==> src/vgast_pkg.sv <==
package vgast_pkg;

    // horizontal intervals in pixel clocks (640x480 at 60 Hz)
    localparam int PIXEL_CLOCK_MHZ = 25;
    localparam int H_SYNC_CYC      = 96;
    localparam int H_BACK_CYC      = 48;
    localparam int H_DISP_CYC      = 640;
    localparam int H_FRONT_CYC     = 16;
    // vertical intervals in lines
    localparam int V_SYNC_LINES    = 2;
    localparam int V_BACK_LINES    = 33;
    localparam int V_DISP_LINES    = 480;
    localparam int V_FRONT_LINES   = 10;
    localparam int COLOR_W         = 10;
    localparam int CNT_W           = 10;

    localparam logic [CNT_W-1:0] CNT_RESET = 10'h000;

    typedef enum logic [1:0] {
        VGAST_SYNC,
        VGAST_BACK,
        VGAST_DISP,
        VGAST_FRONT
    } vgast_phase_t;

    typedef struct packed {
        logic [COLOR_W-1:0] red;
        logic [COLOR_W-1:0] green;
        logic [COLOR_W-1:0] blue;
    } vgast_rgb_t;

endpackage : vgast_pkg

==> src/vgast_timing.sv <==
`timescale 1ns/10ps
module vgast_timing (
    // clock and reset (clock is the pixel clock)
    input  wire logic                  CLOCK_IN,
    input  wire logic                  RESETN_IN,
    // pixel source
    input  wire vgast_pkg::vgast_rgb_t PIXEL_IN,
    // raster position and pixel request
    output logic                       PIXEL_REQ_OUT,
    output logic [vgast_pkg::CNT_W-1:0] COLUMN_OUT,
    output logic [vgast_pkg::CNT_W-1:0] ROW_OUT,
    // monitor and dac
    output logic                       HSYNC_N_OUT,
    output logic                       VSYNC_N_OUT,
    output logic                       BLANKING_STROBE_N_OUT,
    output vgast_pkg::vgast_rgb_t      RGB_OUT
);
    import vgast_pkg::*;

    vgast_phase_t      hph_reg, hph_next, vph_reg, vph_next;
    logic [CNT_W-1:0]  hcnt_reg, hcnt_next, vcnt_reg, vcnt_next;
    logic              hsync_n_reg, hsync_n_next;
    logic              vsync_n_reg, vsync_n_next;
    logic              blank_n_reg, blank_n_next;
    logic              req_reg, req_next;
    logic [CNT_W-1:0]  col_reg, col_next, row_reg, row_next;
    vgast_rgb_t        rgb_reg, rgb_next;
    logic              h_last, line_end, v_last, disp_now;

    function automatic logic [CNT_W-1:0] h_len(input vgast_phase_t p);
        unique case (p)
            VGAST_SYNC:  h_len = CNT_W'(H_SYNC_CYC - 1);
            VGAST_BACK:  h_len = CNT_W'(H_BACK_CYC - 1);
            VGAST_DISP:  h_len = CNT_W'(H_DISP_CYC - 1);
            VGAST_FRONT: h_len = CNT_W'(H_FRONT_CYC - 1);
        endcase
    endfunction : h_len

    function automatic logic [CNT_W-1:0] v_len(input vgast_phase_t p);
        unique case (p)
            VGAST_SYNC:  v_len = CNT_W'(V_SYNC_LINES - 1);
            VGAST_BACK:  v_len = CNT_W'(V_BACK_LINES - 1);
            VGAST_DISP:  v_len = CNT_W'(V_DISP_LINES - 1);
            VGAST_FRONT: v_len = CNT_W'(V_FRONT_LINES - 1);
        endcase
    endfunction : v_len

    // phase walk: sync, back porch, display, front porch
    always_comb begin
        h_last    = (hcnt_reg == h_len(hph_reg));
        line_end  = h_last && (hph_reg == VGAST_FRONT);
        v_last    = (vcnt_reg == v_len(vph_reg));
        hph_next  = hph_reg;
        hcnt_next = hcnt_reg + 10'h001;
        vph_next  = vph_reg;
        vcnt_next = vcnt_reg;
        if (h_last) begin
            hcnt_next = CNT_RESET;
            hph_next  = vgast_phase_t'(hph_reg + 2'h1);
        end
        // vertical steps once per row
        if (line_end) begin
            vcnt_next = vcnt_reg + 10'h001;
            if (v_last) begin
                vcnt_next = CNT_RESET;
                vph_next  = vgast_phase_t'(vph_reg + 2'h1);
            end
        end
    end

    // outputs follow the phase one clock later, all registered
    always_comb begin
        disp_now     = (hph_reg == VGAST_DISP) && (vph_reg == VGAST_DISP);
        hsync_n_next = (hph_reg != VGAST_SYNC);
        vsync_n_next = (vph_reg != VGAST_SYNC);
        blank_n_next = disp_now;
        // colour forced off outside the display interval
        rgb_next     = disp_now ? PIXEL_IN : '0;
        req_next     = disp_now;
        col_next     = hcnt_reg;
        row_next     = vcnt_reg;
    end

    always_ff @(posedge CLOCK_IN) begin
        if (!RESETN_IN) begin
            hph_reg     <= VGAST_SYNC;
            vph_reg     <= VGAST_SYNC;
            hcnt_reg    <= CNT_RESET;
            vcnt_reg    <= CNT_RESET;
            hsync_n_reg <= 1'b1;
            vsync_n_reg <= 1'b1;
            blank_n_reg <= 1'b0;
            req_reg     <= 1'b0;
            col_reg     <= CNT_RESET;
            row_reg     <= CNT_RESET;
            rgb_reg     <= '0;
        end else begin
            hph_reg     <= hph_next;
            vph_reg     <= vph_next;
            hcnt_reg    <= hcnt_next;
            vcnt_reg    <= vcnt_next;
            hsync_n_reg <= hsync_n_next;
            vsync_n_reg <= vsync_n_next;
            blank_n_reg <= blank_n_next;
            req_reg     <= req_next;
            col_reg     <= col_next;
            row_reg     <= row_next;
            rgb_reg     <= rgb_next;
        end
    end

    assign HSYNC_N_OUT           = hsync_n_reg;
    assign VSYNC_N_OUT           = vsync_n_reg;
    assign BLANKING_STROBE_N_OUT = blank_n_reg;
    assign PIXEL_REQ_OUT         = req_reg;
    assign COLUMN_OUT            = col_reg;
    assign ROW_OUT               = row_reg;
    assign RGB_OUT               = rgb_reg;

    // helpers: length of the current low hsync and vsync runs
    // vsync stays low 1600 clocks, far past what a repetition can count
    localparam int VLOW_W = CNT_W + 1;
    logic [CNT_W-1:0]  hlow_reg, hlow_next;
    logic [VLOW_W-1:0] vlow_reg, vlow_next;

    always_comb begin
        hlow_next = hsync_n_reg ? CNT_RESET : hlow_reg + 10'h001;
        vlow_next = vsync_n_reg ? 11'h000 : vlow_reg + 11'h001;
    end

    always_ff @(posedge CLOCK_IN) begin
        if (!RESETN_IN) begin
            hlow_reg <= CNT_RESET;
            vlow_reg <= 11'h000;
        end else begin
            hlow_reg <= hlow_next;
            vlow_reg <= vlow_next;
        end
    end
endmodule : vgast_timing

==> config.mk <==
export PLATFORM = sky130hd
export DESIGN_NAME = vgast_timing
export DESIGN_NICKNAME = d
export VERILOG_FILES = /design/src/vgast_pkg.sv /design/src/vgast_timing.sv
export SDC_FILE = /design/constraint.sdc
export NUM_CORES = 1
export LEC_CHECK = 0
export ABC_CLOCK_PERIOD_IN_PS = 5030
export BUFFER_PORTS_ARGS = -buffer_cell sky130_fd_sc_hd__buf_2
export CAP_MARGIN = 20
export CORE_UTILIZATION = 54
export DETAILED_ROUTE_END_ITERATION = 10
export PLACE_DENSITY = 0.93
export SLEW_MARGIN = 20
export SYNTH_ARGS = -nofsm -noshare
export SYNTH_HDL_FRONTEND = slang
export SYNTH_SLANG_ARGS = --single-unit
export TNS_END_PERCENT = 20
==> constraint.sdc <==
create_clock -name CLOCK_IN -period 5.03 [get_ports CLOCK_IN]
set_input_delay 1.006 -clock CLOCK_IN [delete_from_list [all_inputs] [get_ports CLOCK_IN]]
set_output_delay 1.006 -clock CLOCK_IN [all_outputs]
set_load 0.01 [all_outputs]
== Yosys cells after proc, flatten, opt, wreduce, memory -nomap -nowiden ==
Index checks and enable logic that the tools add are counted.
Storage, ports and cells
  output and inout port bits: 54
  input port bits: 32
  bits in writable memories: 0
  memory bits (read-only): 0
  logic and storage cells: 37
  memories: 0
  latch bits: 0
  register bits after elaboration: 77
Operators by class
  equality and inequality tests: 8
  add/sub/neg operators: 4
  bitwise gates (word level): 1
  reduce and logical (&&, ||, !) cells: 9
  multipliers: 0
  magnitude comparators: 0
  shift-type cells: 0
  mux-type cells: 3
  div/mod/pow operators: 0
Operators with widths (count)
  one-hot mux 10 bit (4 select lines): 2
  adder 10 x 1 -> 10 bit (second input constant): 2
  equality test 10 bit: 2
  two-way mux 10 bit: 1
  equality test 2 bit (second input constant): 4
  adder 2 x 1 -> 2 bit (second input constant): 2
  equality test 2 x 1 -> 1 bit (second input constant): 2
  zero test 2 bit: 2
  AND reduction 2 bit: 2
  nonzero test 2 bit: 2
  logical AND 1 bit: 2
  OR reduction 2 bit: 1
  inverter 1 bit: 1

== Longest topological paths before layout ==
Gate-level depths: netlist of run 1.
  word-level depth: 5
  gate-level depth with buffers: 8
  depth with buffers taken out: 7

== Worst setup path before layout of run 1 ==
No wires, ideal clock.
  path kind: reg2reg
  start point: register hph_reg[0]
  end point: register vcnt_reg[9] (netlist: row_next[9])
  setup time: 121 ps
  buffers on the path: 1
  data arrival time: 2137 ps
  cell stages (with the launch flop): 9
  period minus slack after synthesis: 2259 ps
  data required time: 4909 ps
  setup slack: 2771 ps
  path through: dfxtp_1 inv_1 ha_1 or4_1 a221oi_2 and3_1 buf_4 nand4_1 mux2_4
On the way
  word-level cells in the longest chain between the ends: 4
  elaborated cells between the ends (all ways): 7
  classes of those cells: 4 x eq/ne; 1 x mux; 2 x reduce/logical
Ends and longest elaborated chain
  from (decl): line vgast_timing.sv:20  | vgast_phase_t hph_reg, hph_next, vph_reg, vph_next;
  from (signal assigned): line vgast_timing.sv:98  | hph_reg <= hph_next;
  equality test 2 bit, or another cell as far along: line vgast_timing.sv:31, vgast_timing.sv:51
  one-hot mux 10 bit (4 select lines): line vgast_timing.sv:31  | unique case (p)
  equality test 10 bit: line vgast_timing.sv:50  | h_last = (hcnt_reg == h_len(hph_reg));
  logical AND 1 bit *: line vgast_timing.sv:51  | line_end = h_last && (hph_reg == VGAST_FRONT);
  to (signal assigned): line vgast_timing.sv:101  | vcnt_reg <= vcnt_next;
  to (decl): line vgast_timing.sv:21  | logic [CNT_W-1:0] hcnt_reg, hcnt_next, vcnt_reg, vcnt_next;
Every way passes the cells marked *; elsewhere a longest branch is shown, timed or not. The select of a mux whose other input is x is not followed.
A chain may end at the register's enable or synchronous reset.

== Final worst setup path of run 1 ==
  start point: register vph_reg[0]
  end point: register vph_reg[0]
On the way
  word-level cells in the longest chain between the ends: 4
  elaborated cells between the ends (all ways): 8
  classes of those cells: 1 x add/sub; 4 x eq/ne; 1 x mux; 2 x reduce/logical
Ends and longest elaborated chain
  from (decl): line vgast_timing.sv:20
  from (signal assigned): line vgast_timing.sv:99  | vph_reg <= vph_next;
  equality test 2 bit, or another cell as far along: line vgast_timing.sv:40  | unique case (p)
  one-hot mux 10 bit (4 select lines): line vgast_timing.sv:40
  equality test 10 bit: line vgast_timing.sv:52  | v_last = (vcnt_reg == v_len(vph_reg));
  AND reduction 2 bit (no source line)
Parallel ways exist; a longest one is shown, timed or not. The select of a mux whose other input is x is not followed.

==> results of run 1 <==
==> cells by family (layout without fill, tap and decap cells) <==
logic type,after synthesis,after routing,share of synthesized area
muxes,5,5,0.0200
DFF,77,77,0.560
AOI/OAI and AO/OA,27,27,0.0632
xor gates and xnor gates,10,10,0.0318
buffers and inverters,23,111,0.0355
and+or+nand+nor,118,118,0.239
adders and majority gates,11,11,0.0500
==> final timing paths <==
check	end	cells past startpoint	slack (ns)
setup / recovery	vph_reg[0]	7	2.43
setup reg to reg	vph_reg[0]	7	2.43
hold reg to reg	col_next[0]	1	0.47
hold / removal	col_next[0]	1	0.47
==> metal layers <==
| layer | global-route usage | wire, um | vias up |
|---|---|---|---|
| li1 | - | - | 1062 |
| met1 | 0.259 | 2330 | 985 |
| met2 | 0.397 | 2910 | 122 |
| met4 | 0.118 | 146 | 0 |
| met3 | 0.0892 | 543 | 16 |
| met5 | 0 | 0 | - |
==> power by group <==
group	internal, mW	switching, mW	leakage, nW
Clock	0.241	0.207	0.0964
Combinational	0.0181	0.0176	0.864
Sequential	0.617	0.00711	0.622
==> cells in the final DEF, fill, tap and decap left out, drive strengths merged, types with 2 or more instances in the layout <==
cell | netlist | final
and3 | 5 | 5
nand2 | 12 | 12
nand3b | 2 | 2
xor2 | 5 | 5
nand4 | 2 | 2
and2 | 50 | 50
ha | 11 | 11
buf | 5 | 85
or3 | 3 | 3
nand4b | 2 | 2
a21oi | 10 | 10
or4 | 2 | 2
o21ai | 6 | 6
a31oi | 2 | 2
nand3 | 15 | 15
nor2 | 19 | 19
dfxtp | 77 | 77
mux2i | 4 | 4
clkinv | 0 | 2
clkbuf | 8 | 12
xnor2 | 5 | 5
inv | 10 | 10
o211ai | 2 | 2
==> worst max-delay path: cells and delay by family, from the launching register on <==
family / cells / cell delay (ns)
AND/OR/NAND/NOR: 3 / 1.27
AO/OA/AOI/OAI: 2 / 0.44
flip-flops: 1 / 0.42
adder cells (fa/ha/maj): 1 / 0.29
buffers and inverters: 1 / 0.10
==> metrics by stage <==
step / setup WS, ns / hold WS (ns)
after global routing: 2.31 / 0.516
final: 2.43 / 0.468
after floorplan: 2.77 / 0.421
after detailed placement: 2.51 / 0.447
after global placement: 2.66 / 0.431
after CTS: 2.47 / 0.474
==> area by class of cell <==
cell class,instances,area (um^2),area share
Timing Repair Buffer,85,425,0.125
Inverter,10,37.5,0.0111
Sequential cell,77,1540,0.454
Clock inverter,4,47.5,0.0140
Tap cell,67,83.8,0.0247
Clock buffer,12,145,0.0428
Multi-Input combinational cell,171,1110,0.328
==> metrics.txt, run 1 <==
CP endpoint kind=flip-flop; Largest register FFs=30; total gr overflow=0; DRT Wirelength=5930 um; Post-synth top flop=dfxtp_1; Placed Cells=410; CP max-delay cell=or3_1; clock buffer depth=2; Hold Vio Cnt, Final=0; Crit. Startpoint=vph_reg[0]; Ports=86; Reg clk slew, reported paths=0.07 ns; RSZ-0062 raised after global routing=false; CTS tree=built; Synthesis Warnings=0; nets=~400; status=completed; initial antenna violation count=0; fmax=385 MHz; Area growth, synth to finish=23.3%; crit-path max FO=13; CTS root buf=clkbuf_8; die area=0.00538 mm^2; n_diodes=0; Clock Latency Late Sink=~0.34 ns; startpoint types=flip-flop; CTS Hold Buffers Added=0; post-synthesis cell area=0.00275 mm^2; input/output buffers=85; top-count cell post-synth=dfxtp_1; Worst path max stage delay=approximately 0.5 ns; Hold Startpoint=col_next[0]; Die H=73.4 um; asr flop ratio synth=0; H-tree depth=3; Pre-antenna DRT Iters=4; Core Area=0.00482 mm^2; Power, Total=around 1.1 mW; setup TNS=0 ns; # clock sinks=77; Min Clock Period, post-route=2.60 ns; Net Count, Synth=314; vias per cell=5.13; All-Layer GR Usage=0.235; Final HPWL DP=~4000 um; Placed Area=0.00320 mm^2; Post-synth top cells=dfxtp_1 (77), and2_1 (50), nor2_1 (19); row count=25; leading area contributor after synthesis=dfxtp_1; die width=73.4 um; CP Class=flip-flop to flip-flop; first-pass GRT wire length=~9500 um; Worst Path Arrival=between 2 and 3 ns; final setup fails=0; Most Frequent Cell on Critical Path=or3_1; PostCTS Resize Cnt=0; normalized max-slew margin=0.491; Worst Skew=0.00341 ns; max-slew violation count=0; instance count of the mapped netlist=271; MaxCap Viol Count=0; critical-path cell list=inv_1 > ha_1 > or3_1 > o21ai_0 > nand3_1 > or3_1 > a21oi_1; Leak=1.58 nW; Routed Antenna Nets=0; power density cells=~330 mW/mm^2; layout cell share with drive strength beyond 1=0.284; Min-Delay Path Class=flip-flop to flip-flop; Yosys cell types=37; Slew @ Worst Pin=0.764 ns; worst r2r src=vph_reg[0]; fillcell total=355; number of synthesized flops with an enable pin=0; Routed wire per std cell=13.9 um; VDD IR max=~0.19 mV; residual DRC count=0; vias in the first global route=2051; top post-synthesis cells by area=dfxtp_1 (56%), and2_1 (11%), ha_1 (5.0%); Worst EP required=5.29 ns; routability congestion estimate=0.858; sequential area share after synthesis=0.560; Num CTS Buffers=9; Non-Filler Instances=426; flops & latches, synth=77; Final period util=0.516; Iter 0 DRT Violations=63; utilization after layout=0.704; top cell type's share of synthesized area=0.560; Initial Util=0.571; setup bufs post-CTS=0; Syn Area/Cell=10.2 um^2; largest net degree at the start of global routing=32; via count=2185; Final Instance Area=0.00339 mm^2
Note: power is estimated with default switching activity, not from simulation.
==> inputs of run 2 (changes only) <==
ABC_CLOCK_PERIOD_IN_PS = 2500   (was 5030)
CORE_UTILIZATION = 50   (was 54)
PLACE_DENSITY = 0.87   (was 0.93)
clock period = 2.5 ns   (was 5.03 ns; I/O delays follow)
==> run 2 against run 1 <==
  * Clock power up 140%
  * Fmax is 8.3% higher
  * Register-to-register slack got worse by 2.3 ns
  * Utilization fell by 3.5 points
  * Sequential power grew 100%
  * Sequential cell count stayed put
  * First-iteration DRC count grew 43%
  * Global-route usage down 4.1 points
  * Die area grew 7.8%
  * Cell area increased by 2.7%
  * Critical path type unchanged
  * Critical endpoint is now vph_reg[1]
  * Largest power group unchanged
==> metrics.txt, run 2 (synthesis gave the netlist of run 1 again) <==
status=completed; largest net degree at the start of global routing=32 (unchanged); Num CTS Buffers=9 (unchanged); vias per cell=4.97 (-3.2%); Worst Path Arrival=2.66 ns (-0.20 ns); Hold Vio Cnt, Final=0 (unchanged); initial antenna violation count=0 (unchanged); Area growth, synth to finish=26.7%; die width=76.2 um (+3.8%); max-slew violation count=0 (unchanged); Final period util=0.959 (+0.443); nets=401 (+1.0%); Routed Antenna Nets=0 (unchanged); fmax=417 MHz (+8.3%); # clock sinks=77 (unchanged); Core Area=0.00520 mm^2 (+8.1%); Initial Util=0.529 (-0.0426); All-Layer GR Usage=0.194 (-0.0407); first-pass GRT wire length=9070 um (-4.2%); Clock Latency Late Sink=0.33 ns (about the same); Ports=86 (unchanged); CP endpoint kind=flip-flop; Hold Startpoint=PIXEL_IN[11]; Power, Total=2.42 mW (+120%); DRT Wirelength=5470 um (-7.8%); Iter 0 DRT Violations=90 (+43%); Leak=1.62 nW (+2.6%); Die H=76.2 um (+3.8%); Crit. Startpoint=hph_reg[0]; clock buffer depth=2 (unchanged); Largest register FFs=30 (unchanged); normalized max-slew margin=0.654 (+0.163); Reg clk slew, reported paths=0.07 ns (about the same); RSZ-0062 raised after global routing=true; worst hold margin=0.364 ns (-0.104 ns); layout cell share with drive strength beyond 1=0.298 (+0.0134); routability congestion estimate=0.885 (+3.2%); die area=0.00580 mm^2 (+7.8%); residual DRC count=0 (unchanged); Worst Setup Slack, final=0.102 ns (-2.33 ns); startpoint types=flip-flop; crit-path max FO=8 (-5); most common cell after layout, fill and taps aside=buf_2; H-tree depth=3 (unchanged); Worst Skew=0.00496 ns (+0.00154 ns); power density cells=693 mW/mm^2 (+110%); total gr overflow=0 (unchanged); Pre-antenna DRT Iters=4 (unchanged); CP Class=flip-flop to flip-flop; setup TNS=0 ns (unchanged); CTS tree=built; row count=26 (+4.0%); VDD IR max=0.375 mV (+100%); input/output buffers=85 (unchanged); Final HPWL DP=3910 um (-2.0%); Slew @ Worst Pin=0.518 ns (-0.245 ns); commonest cells after routing, fill and taps aside=buf_2 (85), dfxtp_1 (77), and2_1 (50); CTS root buf=clkbuf_8; Worst EP required=2.76 ns (-2.53 ns); MaxCap Viol Count=0 (unchanged); Routed wire per std cell=12.6 um (-9.3%); final setup fails=0 (unchanged); n_diodes=0 (unchanged); fillcell total=378 (+6.5%); Min Clock Period, post-route=2.40 ns (-0.198 ns); via count=2150 (-1.6%); dpl ws=0.103 ns (-2.40 ns); utilization after layout=0.670 (-0.0347); Min-Delay Path Class=input pin to flip-flop; vias in the first global route=2075 (+1.2%); worst r2r src=hph_reg[0]
## run 2: cell types whose count changed in the layout (fill, tap and decap cells not counted)
cell / previous run / this run
buf_4: 0 / 4
bufinv_16: 1 / 3
clkinv_2: 2 / 1
clkbuf_1: 2 / 1
and3_2: 0 / 1
a221oi_2: 1 / 0
clkinv_4: 0 / 1
clkbuf_8: 10 / 9
and3_1: 5 / 4
a221oi_4: 0 / 1
## run 2: per-layer routing
| layer | wire [um] | vias to the layer above | global-route usage |
|---|---|---|---|
| li1 | - | 1069 | - |
| met1 | 2340 | 996 | 0.218 |
| met2 | 2730 | 81 | 0.343 |
| met3 | 359 | 4 | 0.0503 |
| met4 | 38 | 0 | 0.0942 |
| met5 | 0 | - | 0 |
## run 2: critical path: stages (launching register included)
cell	delay [ns]
dfxtp_1	0.37
inv_1	0.10
ha_1	0.24
or4_1	0.53
a221oi_4	0.32
nand3_1	0.26
or3_1	0.36
a21oi_1	0.14
## run 2: what timing repair did
item / in CTS / in global routing
setup buffers: 0 / 0
setup endpoints to repair: 0 / 14
hold buffers: 0 / 0
gates resized for setup: 0 / 2
## run 2: layout make-up
type	instances	area, um^2	share of cell area
clock buffer	10	128	0.0366
clock inverter	6	111	0.0319
inverter	10	37.5	0.0108
multi-input combinational	171	1120	0.323
sequential	77	1540	0.442
tap	70	87.6	0.0251
timing repair buffer	89	455	0.131
## run 2: where the power goes
| part | total [mW] | internal [mW] | switching [mW] | leakage (nW) |
|---|---|---|---|---|
| registers | 1.25 | 1.24 | 0.0132 | 0.622 |
| clock network | 1.09 | 0.663 | 0.425 | 0.116 |
| logic | 0.0730 | 0.0368 | 0.0362 | 0.884 |
| total | 2.42 | 1.94 | 0.474 | 1.62 |
## run 2: path summary, 6_finish.rpt
check                end  slack, ns  cells past startpoint
min          RGB_OUT[11]       0.36                      2
max reg2reg   vph_reg[1]       0.10                      7
max           vph_reg[1]       0.10                      7
min reg2reg  col_next[0]       0.48                      1
## run 2: stage by stage
step | cells | area, um^2
4_1_cts | 433 | 3470
5_1_grt | 433 | 3490
3_5_place_dp | 417 | 3230
3_3_place_gp | 417 | 3230
6_report | 433 | 3490
2_1_floorplan | 271 | 2750
